### src/acc_pkg.sv
// Package of constants and types for the converter control block
// ----------------------------------------------------------------------------
// Functional notes
// RQ1 - Any control write aborts current conversion and starts new unless selector all ones; hardware mode here only aborts and waits for a trigger rise.
// RQ2 - Compare disabled: done flag bit 7 sets at every conversion completion.
// RQ3 - Compare enabled: done flag sets at completion only when compare is true.
// RQ4 - Done flag clears on control register write and on low result read.
// RQ5 - Interrupt enable bit 6 raises interrupt when done flag sets while enabled.
// RQ6 - Continuous bit 5 clear: exactly one conversion per write or hardware trigger.
// RQ7 - Continuous bit set: back-to-back conversions after write or hardware trigger event; hardware mode here starts one per trigger rise.
// RQ8 - Selector bits 4:0: codes 0-27 inputs, 28 reserved, 29 high ref, 30 low ref.
// RQ9 - Selector all ones powers converter off and isolates input from all sources.
// RQ10 - Writing all-ones selector stops continuous conversions with no extra conversion.
// RQ11 - Single mode: converter enters low power automatically after conversion completes.
// RQ12 - Trigger select picks software write start or hardware trigger input start.
// RQ13 - Conversion active bit sets at start, clears at completion or abort.
// RQ14 - Hardware trigger is periodic counter overflow, independent of counter irq enable.
// RQ15 - Interrupt level stays high while done flag and enable both set.
// ----------------------------------------------------------------------------
package acc_pkg;
   // Register byte addresses
   localparam logic [7:0] ACC_OFF_SC1 = 8'h00;
   localparam logic [7:0] ACC_OFF_SC2 = 8'h04;
   localparam logic [7:0] ACC_OFF_RESULT_LOW = 8'h08;
   localparam logic [7:0] ACC_OFF_RESULT_HIGH = 8'h0C;
   localparam logic [7:0] ACC_OFF_IRQ_STATUS = 8'h10;
   localparam logic [7:0] ACC_OFF_IRQ_MASK = 8'h14;
   // Control register fields
   localparam int ACC_BIT_DONE = 7;
   localparam int ACC_BIT_IEN = 6;
   localparam int ACC_BIT_CONT = 5;
   localparam int ACC_SEL_MSB = 4;
   // Second register fields
   localparam int ACC_BIT_ACTIVE = 7;
   localparam int ACC_BIT_TRIG = 6;
   localparam int ACC_BIT_CMPEN = 5;
   // Selector codes
   localparam logic [4:0] ACC_SEL_LAST_INPUT = 5'h1B;
   localparam logic [4:0] ACC_SEL_RESERVED = 5'h1C;
   localparam logic [4:0] ACC_SEL_HIGH_REF = 5'h1D;
   localparam logic [4:0] ACC_SEL_LOW_REF = 5'h1E;
   localparam logic [4:0] ACC_SEL_OFF = 5'h1F;
   // Reset values
   localparam logic [4:0] ACC_SEL_RESET = 5'h1F;
   localparam logic [1:0] ACC_IRQ_RESET = 2'h0;
   // Interrupt status bits: done event, abort event
   localparam int ACC_IRQ_DONE = 0;
   localparam int ACC_IRQ_ABORT = 1;
   // Width of result from the analog core
   localparam int ACC_RES_W = 10;
   typedef enum logic [1:0] {ACC_IDLE, ACC_CONVERT, ACC_WAIT} acc_state_type;
endpackage

### src/acc_sync2.sv
// Two flip-flop synchroniser for one level
`timescale 1ns/1ps
module acc_sync2 (
   input wire logic pclk,
   input wire logic presetn,
   input wire logic d_in,
   output logic q_out
);
   logic s1_ff;
   logic s2_ff;
   logic nxt_s1;
   logic nxt_s2;
   // First stage feeds only the second stage
   always_comb begin
      nxt_s1 = d_in;
      nxt_s2 = s1_ff;
   end
   always_ff @(posedge pclk or negedge presetn) begin
      if (!presetn) begin
         s1_ff <= 1'b0;
         s2_ff <= 1'b0;
      end else begin
         s1_ff <= nxt_s1;
         s2_ff <= nxt_s2;
      end
   end
   assign q_out = s2_ff;
endmodule

### src/acc_sticky_irq.sv
// Sticky status bits with mask and write-one-to-clear
`timescale 1ns/1ps
module acc_sticky_irq #(
   parameter int W = 2
) (
   input wire logic pclk,
   input wire logic presetn,
   input wire logic [W-1:0] event_in,
   input wire logic [W-1:0] clear_in,
   input wire logic mask_we,
   input wire logic [W-1:0] mask_wdata,
   output logic [W-1:0] status_out,
   output logic [W-1:0] mask_out,
   output logic irq_out
);
   logic [W-1:0] status_ff;
   logic [W-1:0] mask_ff;
   logic [W-1:0] nxt_status;
   logic [W-1:0] nxt_mask;
   // Set wins over a clear in the same cycle so no event is lost
   always_comb begin
      nxt_status = (status_ff & ~clear_in) | event_in;
      nxt_mask = mask_we ? mask_wdata : mask_ff;
   end
   always_ff @(posedge pclk or negedge presetn) begin
      if (!presetn) begin
         status_ff <= '0;
         mask_ff <= '0;
      end else begin
         status_ff <= nxt_status;
         mask_ff <= nxt_mask;
      end
   end
   assign status_out = status_ff;
   assign mask_out = mask_ff;
   assign irq_out = |(status_ff & mask_ff);
endmodule

### src/acc_conv_ctrl.sv
// Conversion control, status register and APB slave of the converter
`timescale 1ns/1ps
module acc_conv_ctrl
   import acc_pkg::*;
(
   input wire logic pclk,
   input wire logic presetn,
   input wire logic psel,
   input wire logic penable,
   input wire logic pwrite,
   input wire logic [7:0] paddr,
   input wire logic [31:0] pwdata,
   output logic [31:0] prdata,
   output logic pready,
   output logic pslverr,
   input wire logic hw_trigger_in,
   output logic conv_start,
   output logic conv_abort,
   output logic [4:0] input_select,
   output logic core_power_on,
   input wire logic core_done,
   input wire logic [9:0] core_result,
   input wire logic compare_true,
   output logic done_irq,
   output logic event_irq
);
   // ------------------------------------------------------------------------
   // Bus decode
   // ------------------------------------------------------------------------
   logic acc_en;
   logic wr_sc1;
   logic wr_sc2;
   logic rd_low;
   logic wr_mask;
   logic wr_stat;
   logic hit;
   assign acc_en = psel & penable;
   assign hit = (paddr == ACC_OFF_SC1) || (paddr == ACC_OFF_SC2) ||
      (paddr == ACC_OFF_RESULT_LOW) || (paddr == ACC_OFF_RESULT_HIGH) ||
      (paddr == ACC_OFF_IRQ_STATUS) || (paddr == ACC_OFF_IRQ_MASK);
   assign wr_sc1 = acc_en & pwrite & (paddr == ACC_OFF_SC1);
   assign wr_sc2 = acc_en & pwrite & (paddr == ACC_OFF_SC2);
   assign rd_low = acc_en & ~pwrite & (paddr == ACC_OFF_RESULT_LOW);
   assign wr_mask = acc_en & pwrite & (paddr == ACC_OFF_IRQ_MASK);
   assign wr_stat = acc_en & pwrite & (paddr == ACC_OFF_IRQ_STATUS);
   // Zero wait states; unmapped addresses answer with an error
   assign pready = 1'b1;
   assign pslverr = acc_en & ~hit;

   // ------------------------------------------------------------------------
   // Hardware trigger synchroniser and edge detect
   // ------------------------------------------------------------------------
   logic trig_sync;
   logic trig_d_ff;
   logic nxt_trig_d;
   logic trig_rise;
   acc_sync2 u_trig_sync (
      .pclk(pclk),
      .presetn(presetn),
      .d_in(hw_trigger_in),
      .q_out(trig_sync)
   );
   // Counter overflow pulse arrives as a rising edge on the trigger pin
   always_comb begin
      nxt_trig_d = trig_sync;
   end
   always_ff @(posedge pclk or negedge presetn) begin
      if (!presetn) begin
         trig_d_ff <= 1'b0;
      end else begin
         trig_d_ff <= nxt_trig_d;
      end
   end
   assign trig_rise = trig_sync & ~trig_d_ff; // RQ14

   // ------------------------------------------------------------------------
   // Control registers
   // ------------------------------------------------------------------------
   logic ien_ff;
   logic cont_ff;
   logic [4:0] sel_ff;
   logic trig_ff;
   logic cmpen_ff;
   logic done_ff;
   logic [9:0] result_ff;
   logic nxt_ien;
   logic nxt_cont;
   logic [4:0] nxt_sel;
   logic nxt_trig;
   logic nxt_cmpen;
   logic nxt_done;
   logic [9:0] nxt_result;
   logic done_set;
   logic new_sel_off;
   assign new_sel_off = (pwdata[ACC_SEL_MSB:0] == ACC_SEL_OFF);
   // Done flag: a completion in the same cycle as a clear still sets it
   always_comb begin
      nxt_ien = ien_ff;
      nxt_cont = cont_ff;
      nxt_sel = sel_ff;
      nxt_trig = trig_ff;
      nxt_cmpen = cmpen_ff;
      nxt_done = done_ff;
      nxt_result = result_ff;
      if (wr_sc1) begin
         nxt_ien = pwdata[ACC_BIT_IEN];
         nxt_cont = pwdata[ACC_BIT_CONT];
         nxt_sel = pwdata[ACC_SEL_MSB:0]; // RQ8
      end
      if (wr_sc2) begin
         nxt_trig = pwdata[ACC_BIT_TRIG]; // RQ12
         nxt_cmpen = pwdata[ACC_BIT_CMPEN];
      end
      if (wr_sc1 || rd_low) begin
         nxt_done = 1'b0; // RQ4
      end
      if (done_set) begin
         nxt_done = 1'b1;
         nxt_result = core_result;
      end
   end
   always_ff @(posedge pclk or negedge presetn) begin
      if (!presetn) begin
         ien_ff <= 1'b0;
         cont_ff <= 1'b0;
         sel_ff <= ACC_SEL_RESET;
         trig_ff <= 1'b0;
         cmpen_ff <= 1'b0;
         done_ff <= 1'b0;
         result_ff <= '0;
      end else begin
         ien_ff <= nxt_ien;
         cont_ff <= nxt_cont;
         sel_ff <= nxt_sel;
         trig_ff <= nxt_trig;
         cmpen_ff <= nxt_cmpen;
         done_ff <= nxt_done;
         result_ff <= nxt_result;
      end
   end

   // ------------------------------------------------------------------------
   // Conversion sequencer
   // ------------------------------------------------------------------------
   acc_state_type state_ff;
   acc_state_type nxt_state;
   logic start_ff;
   logic nxt_start;
   logic abort_ff;
   logic nxt_abort;
   logic armed_ff;
   logic nxt_armed;
   logic completes;
   // Completion counts only while converting; stale done after abort is ignored
   assign completes = (state_ff == ACC_CONVERT) && core_done;
   assign done_set = completes && (!cmpen_ff || compare_true); // RQ2 RQ3
   // A control write restarts unless it disables; hardware mode waits for trigger
   always_comb begin
      nxt_state = state_ff;
      nxt_start = 1'b0;
      nxt_abort = 1'b0;
      nxt_armed = armed_ff;
      case (state_ff)
         ACC_IDLE: begin
            if (!trig_ff && armed_ff && sel_ff != ACC_SEL_OFF) begin
               nxt_state = ACC_CONVERT;
               nxt_start = 1'b1;
               nxt_armed = 1'b0;
            end else if (trig_ff && trig_rise && sel_ff != ACC_SEL_OFF) begin
               nxt_state = ACC_CONVERT; // RQ14
               nxt_start = 1'b1;
            end
         end
         ACC_CONVERT: begin
            if (completes) begin
               if (cont_ff && !trig_ff) begin
                  nxt_start = 1'b1; // RQ7
               end else if (cont_ff) begin
                  nxt_state = ACC_WAIT; // RQ7
               end else begin
                  nxt_state = ACC_IDLE; // RQ6 RQ11
               end
            end
         end
         ACC_WAIT: begin
            if (trig_rise) begin
               nxt_state = ACC_CONVERT;
               nxt_start = 1'b1;
            end
         end
         default: nxt_state = ACC_IDLE;
      endcase
      // A control register write overrides whatever the sequencer chose
      if (wr_sc1) begin
         nxt_abort = (state_ff == ACC_CONVERT); // RQ1
         nxt_start = 1'b0;
         nxt_armed = !new_sel_off;
         if (new_sel_off) begin
            nxt_state = ACC_IDLE; // RQ10
         end else if (trig_ff) begin
            nxt_state = ACC_IDLE;
            nxt_armed = 1'b0;
         end else begin
            nxt_state = ACC_IDLE; // RQ1
         end
      end
   end
   always_ff @(posedge pclk or negedge presetn) begin
      if (!presetn) begin
         state_ff <= ACC_IDLE;
         start_ff <= 1'b0;
         abort_ff <= 1'b0;
         armed_ff <= 1'b0;
      end else begin
         state_ff <= nxt_state;
         start_ff <= nxt_start;
         abort_ff <= nxt_abort;
         armed_ff <= nxt_armed;
      end
   end
   assign conv_start = start_ff;
   assign conv_abort = abort_ff;
   assign input_select = sel_ff;
   // Core powered only while a conversion or continuous wait is pending
   assign core_power_on = (sel_ff != ACC_SEL_OFF) &&
      (state_ff != ACC_IDLE || armed_ff); // RQ9 RQ11
   logic active;
   assign active = (state_ff == ACC_CONVERT); // RQ13

   // ------------------------------------------------------------------------
   // Interrupts
   // ------------------------------------------------------------------------
   logic [1:0] irq_stat;
   logic [1:0] irq_mask;
   logic [1:0] irq_ev;
   assign irq_ev = {abort_ff, done_set};
   acc_sticky_irq #(.W(2)) u_irq (
      .pclk(pclk),
      .presetn(presetn),
      .event_in(irq_ev),
      .clear_in(wr_stat ? pwdata[1:0] : 2'h0),
      .mask_we(wr_mask),
      .mask_wdata(pwdata[1:0]),
      .status_out(irq_stat),
      .mask_out(irq_mask),
      .irq_out(event_irq)
   );
   assign done_irq = done_ff & ien_ff; // RQ5 RQ15

   // ------------------------------------------------------------------------
   // Read data
   // ------------------------------------------------------------------------
   logic [31:0] rdata;
   always_comb begin
      rdata = 32'h0000_0000;
      case (paddr)
         ACC_OFF_SC1: rdata = {24'h000000, done_ff, ien_ff, cont_ff, sel_ff};
         ACC_OFF_SC2: rdata = {24'h000000, active, trig_ff, cmpen_ff, 5'h00};
         ACC_OFF_RESULT_LOW: rdata = {24'h000000, result_ff[7:0]};
         ACC_OFF_RESULT_HIGH: rdata = {22'h000000, result_ff};
         ACC_OFF_IRQ_STATUS: rdata = {30'h00000000, irq_stat};
         ACC_OFF_IRQ_MASK: rdata = {30'h00000000, irq_mask};
         default: rdata = 32'h0000_0000;
      endcase
   end
   // Read word captured in the setup cycle so the bus sees a flop; held through access
   logic [31:0] prdata_ff;
   logic [31:0] nxt_prdata;
   always_comb begin
      nxt_prdata = prdata_ff;
      if (!psel) begin
         nxt_prdata = 32'h0000_0000;
      end else if (!penable) begin
         nxt_prdata = pwrite ? 32'h0000_0000 : rdata;
      end
   end
   always_ff @(posedge pclk or negedge presetn) begin
      if (!presetn) begin
         prdata_ff <= 32'h0000_0000;
      end else begin
         prdata_ff <= nxt_prdata;
      end
   end
   assign prdata = prdata_ff;
endmodule

### config.mk
export PLATFORM = sky130hd
export DESIGN_NAME = acc_conv_ctrl
export DESIGN_NICKNAME = d
export VERILOG_FILES = /design/src/acc_pkg.sv /design/src/acc_sync2.sv /design/src/acc_sticky_irq.sv /design/src/acc_conv_ctrl.sv
export SDC_FILE = /design/constraint.sdc
export NUM_CORES = 1
export LEC_CHECK = 0
export ABC_AREA = 1
export BUFFER_PORTS_ARGS = -buffer_cell sky130_fd_sc_hd__buf_2
export CELL_PAD_IN_SITES_DETAIL_PLACEMENT = 0
export CELL_PAD_IN_SITES_GLOBAL_PLACEMENT = 2
export CORE_MARGIN = 2
export CORE_UTILIZATION = 28
export CTS_CLUSTER_DIAMETER = 50
export DETAILED_ROUTE_END_ITERATION = 12
export PLACE_DENSITY_LB_ADDON = 0.1
export SYNTH_ARGS = -nofsm -noshare
export SYNTH_HDL_FRONTEND = slang
export SYNTH_SLANG_ARGS = --single-unit
export TNS_END_PERCENT = 100
### constraint.sdc
create_clock -name pclk -period 2.6 [get_ports pclk]
set_input_delay 0 -clock pclk [delete_from_list [all_inputs] [get_ports pclk]]
set_output_delay 0 -clock pclk [all_outputs]
set_load 0.01 [all_outputs]
# Word-level counts from Yosys, hierarchy flattened

Index checks and enable logic that the tools add are counted.

Input bits: 58
Word-level logic and storage cells: 105
Bits in registers: 64

Bitwise gates (word level): 18
Reduce and logical (&&, ||, !) cells: 28
Mux-type cells: 28
Equal/unequal tests: 14

Operator list:

| kind                                                                   | count |
|---|---|
| 32-bit 2-to-1 mux                                                      | 3 |
| 10-bit one-hot mux with 6 select lines                                 | 1 |
| 8-bit by 4-bit equality test with 1-bit output (second input constant) | 2 |
| 8-bit by 5-bit equality test with 1-bit output (second input constant) | 2 |
| 2-bit 2-to-1 mux                                                       | 8 |
| 1-bit 2-to-1 mux                                                       | 14 |
| 1-bit bitwise AND                                                      | 11 |
| 3-bit != test (second input constant)                                  | 3 |
| 8-bit by 3-bit equality test with 1-bit output (second input constant) | 1 |
| 1-bit logical AND                                                      | 8 |
| 8-bit logical NOT                                                      | 1 |
| 1-bit logical OR                                                       | 8 |
| 2-bit nonzero test                                                     | 4 |
| 2-bit one-hot mux with 3 select lines                                  | 1 |
| 5-bit equality test (second input constant)                            | 1 |
| 5-bit != test (second input constant)                                  | 1 |
| 2-bit bitwise AND                                                      | 2 |
| 4-bit != test (second input constant)                                  | 1 |
| 4-bit AND reduction                                                    | 1 |
| 1-bit logical NOT                                                      | 3 |
| 1-bit NOT                                                              | 3 |
| 1-bit one-hot mux with 3 select lines                                  | 1 |
| 2-bit by 1-bit equality test with 1-bit output (second input constant) | 1 |
| 2-bit equality test (second input constant)                            | 1 |
| other kinds (6)                                                        | 6 |

# Longest topological paths before layout

Word-level depth: 8
Depth in mapped cells: 9

# By module

A second synthesis with hierarchy kept.

Cells, all modules: 298
Area, all modules: 2296.0 µm²

Modules (own cells, without submodules):

| module         | area an instance (µm²) | cells each | instances | sequential area each (µm²) |
|---|---|---|---|---|
| acc_conv_ctrl  | 2078.2                 | 274        | 1         | 907.1 |
| acc_sticky_irq | 167.7                  | 22         | 1         | 100.1 |
| acc_sync2      | 50.0                   | 2          | 1         | 50.0 |

# Worst setup path after synthesis

Ideal clock, no wire load.

Kind: register to register
Start point: reg state_ff[1]
End point: reg result_ff[2]
Required time: 2.475 ns
Path buffers: 1
Path slack: 1.351 ns
Library setup time: 0.125 ns
Stages on the path, launching flop included: 5
Period minus slack after synthesis: 1.249 ns
Data arrival time: 1.124 ns
Path through: dfrtp_1 nor2_4 o211ai_4 buf_6 mux2_4

Longest elaborated chain between the ends: 3

RTL lines:

| element                                        | RTL line             | RTL |
|---|---|---|
| start, declared                                | acc_conv_ctrl.sv:145 | `acc_state_type state_ff;` |
| start signal, assigned                         | acc_conv_ctrl.sv:215 | `state_ff <= nxt_state;` |
| 2-bit by 1-bit equality test with 1-bit output | acc_conv_ctrl.sv:155 | `assign completes = (state_ff == ACC_CONVERT) && core_done;` |
| 1-bit logical AND                              | acc_conv_ctrl.sv:155 |  |
| 1-bit logical AND                              | acc_conv_ctrl.sv:156 | `assign done_set = completes && (!cmpen_ff \|\| compare_true);` |
| end signal, assigned                           | acc_conv_ctrl.sv:138 | `result_ff <= nxt_result;` |
| end, declared                                  | acc_conv_ctrl.sv:85  | `logic [9:0] result_ff;` |

Every way passes these cells.
A chain may end at the register's enable or synchronous reset.

# Worst setup path in the final report

Start point: reg cmpen_ff
End point: reg result_ff[0]

Longest elaborated chain between the ends: 3

RTL lines:

| element                | RTL line             | RTL |
|---|---|---|
| start, declared        | acc_conv_ctrl.sv:83  | `logic cmpen_ff;` |
| start signal, assigned | acc_conv_ctrl.sv:136 | `cmpen_ff <= nxt_cmpen;` |
| 1-bit logical NOT      | acc_conv_ctrl.sv:156 |  |
| 1-bit logical OR       | acc_conv_ctrl.sv:156 |  |
| 1-bit logical AND      | acc_conv_ctrl.sv:156 |  |

Every way passes these cells.

==> run metrics <==
status=completed; Die ar.=0.008800 mm^2; number of flops mapped to enable cells by yosys=0; post-CTS setup buffer count=0; pre-CTS setup slack=0.9573 ns; Int Pwr=0.001228 W; element type at the critical path end=flop; Max clock buf depth=2; Mean Syn Cell Area=8.458 um^2; initial antenna violation count=0; clock share of power=30.3%; P_leak=1.476 nW; post-synth cell types=29; top-count cell post-synth=nand2_1; Slew HR=35.04%; synth warn=0; Worst EP required=2.78 ns; Hold Violations, Final=0; Root Driver=clkbuf_8; Finished Cell Area=0.002810 mm^2; Ports=102; setup violators final=0; combinational share of power=22.1%; Synth async-reset ratio=100.0%; All-Layer GR Usage=13.25%; peak supply drop=0.3504 mV; first drt pass iteration count=4; num rows=32; crit path kind=reg2reg; CTS Sinks=42; Hold Path Class=in2reg; first-iteration detailed-routing DRC count=77; Final Cycle Share=57.04%; Seq/Total Area, Yosys=46.81%; Seq cells post-synth=42; top cell type's share of synthesized area=41.00%; max-cap violations=0; vias in the first global route=1842; Num CTS Buffers=5; H-tree depth=2; detailed-route wire length=5.396 mm; clk_lat worst skew=0.29 ns; Least-Margin Pin Slew=0.9743 ns; die height=93.81 um; layout cell share with drive strength beyond 1=25.59%; top cells by count, synth=82 x nand2_1, 37 x dfrtp_1, 29 x nand3_1; Vias/cell=4.165; final setup margin=1.117 ns; DRC viols=0; Seq pwr share=47.6%; Syn-to-layout area delta=24.43%; fillers=865; main area contributors after synthesis=dfrtp_1 41%, nand2_1 14%, buf_4 8.0%; Horiz. Die Dim=93.81 um; core area=0.007767 mm^2; critical path arrival=1.66 ns; initial core utilization=29.08%; Fin Setup TNS=0 ns; switching pwr=0.0004634 W; # diodes=0; Synth Cell Area=0.002258 mm^2; Vias=1841; CP max FO=12; Synth area leader=dfrtp_1; CP Launch Type=flop; WL per Instance=12.21 um; antenna viol nets, final=0; clock transition at the registers of the reported paths=0.08 ns; Final nets=397; pwr dens=601.7 mW/mm^2; largest net degree at the start of global routing=43; number of port buffers=53; GRT Residual Overflow=0; CTS tree=built; skew final=0.006861 ns; first-pass GRT wire length=9.052 mm; switch share=27.41%; f_max=0.6744 GHz; HPWL Detailed=4.039 mm; GPL Wtd Cong=0.6875; Final Slew Violations=0; fin crit period=1.483 ns; RSZ-0062 raised after global routing=false; Cells after Synth=267; top_reg_cell synth=dfrtp_1; placed cell areas=0.002511 mm^2
[cell type report]
cell class | count | area [um^2] | area share (%)
clock buffers | 5 | 68.82 | 2.449
clock inverters | 3 | 40.04 | 1.425
multi-input cells | 193 | 967.2 | 34.42
well taps | 102 | 127.6 | 4.541
inverters | 25 | 93.84 | 3.339
flip-flops and latches | 42 | 1057 | 37.62
repair buffers | 72 | 455.4 | 16.21
[power groups by stage]
stage	combinational (W)	clock (W)	sequential, W
final	0.000373	0.000513	0.000805
after global routing	0.000418	0.000561	0.000817
after CTS	0.000380	0.000536	0.000806
after detailed placement	0.000358	0	0.000816
after global placement	0.000359	0	0.000817
after floorplan	0.000297	0	0.000801
[worst max-delay path: stages, from the launching register on]
cell	delay (ns)
dfrtp_1	0.38
inv_1	0.08
o211ai_4	0.51
mux2_2	0.40
[through the flow]
step	hold slack [ns]	std cells	total power (W)	util, %
floorplan	-0.2956	288	0.001098	-
global placement	0.1075	415	0.001176	32.33
detailed placement	0.1114	415	0.001174	32.33
CTS	0.01229	442	0.001723	36.18
global route	0.04474	442	0.001797	36.18
finish	0.02025	442	0.001691	36.18
[routing by layer]
| metal | global-route usage, % | up-vias | part of all wire [%] | wire, um |
|---|---|---|---|---|
| met1 | 18.53 | 845 | 50 | 2697 |
| li1 | - | 954 | - | - |
| met3 | 2.889 | 2 | 4.3 | 234 |
| met5 | 0 | - | 0 | 0 |
| met4 | 3.261 | 0 | 0.57 | 31 |
| met2 | 20.83 | 40 | 45 | 2432 |
[sequential cells by signal (all words and copies together), names as in the netlist]
name / cells
state_ff: 2
ien_ff: 1
conv_start: 1
u_trig_sync.q_out: 1
cmpen_ff: 1
u_irq.mask_out: 2
input_select: 5
done_ff: 1
prdata: 10
result_ff: 10
u_trig_sync.nxt_s2: 1
conv_abort: 1
trig_ff: 1
trig_d_ff: 1
u_irq.status_out: 2
cont_ff: 1
armed_ff: 1
[kinds of logic (layout without fill, tap and decap cells)]
kind of cell / after synthesis / after routing / share of synthesized area [%]
AOI/OAI and AO/OA: 24 / 24 / 6.648
buffers and inverters: 53 / 105 / 13.85
and+or+nand+nor: 136 / 136 / 26.04
muxes: 10 / 10 / 6.316
other: 2 / 23 / 0.3325
DFF: 42 / 42 / 46.81
[worst paths after layout]
kind | startpoint | end | slack [ns] | cells after the start
min in group asynchronous | presetn | result_ff[4]$_DFFE_PN0P_ | 0.41 | 2
worst max register to register | cmpen_ff$_DFFE_PN0P_ | result_ff[0]$_DFFE_PN0P_ | 1.12 | 3
worst min register to register | u_trig_sync.nxt_s2$_DFF_PN0_ | u_trig_sync.q_out$_DFF_PN0_ | 0.36 | 0
worst max-delay path | cmpen_ff$_DFFE_PN0P_ | result_ff[0]$_DFFE_PN0P_ | 1.12 | 3
max in group asynchronous | presetn | trig_d_ff$_DFF_PN0_ | 1.59 | 2
worst min-delay path | penable | prdata[9]$_DFFE_PN0P_ | 0.02 | 4
[cell usage in the layout (no fill, tap or decap), types with 2 or more instances in the layout]
| cell type | netlist | layout |
|---|---|---|
| nand2_1 | 82 | 82 |
| nor2_1 | 11 | 11 |
| dlygate4sd3_1 | 0 | 19 |
| nand4_1 | 4 | 4 |
| nor3_1 | 2 | 2 |
| conb_1 | 2 | 23 |
| inv_1 | 22 | 22 |
| inv_2 | 2 | 2 |
| a21oi_1 | 2 | 2 |
| mux2_2 | 2 | 2 |
| clkbuf_8 | 0 | 5 |
| o21ai_1 | 6 | 6 |
| dfstp_2 | 5 | 5 |
| o21ai_0 | 11 | 11 |
| clkinv_2 | 0 | 2 |
| nor2_2 | 4 | 4 |
| nand3_1 | 29 | 29 |
| mux2_4 | 8 | 8 |
| buf_2 | 1 | 53 |
| dfrtp_1 | 37 | 37 |
[timing repair]
action | 4_1_cts | 5_1_grt
resized for setup | 0 | 0
hold buffers | 19 | 0
endpoints found under the hold margin | 56 | 0
Power figures use the tool's default switching activity.
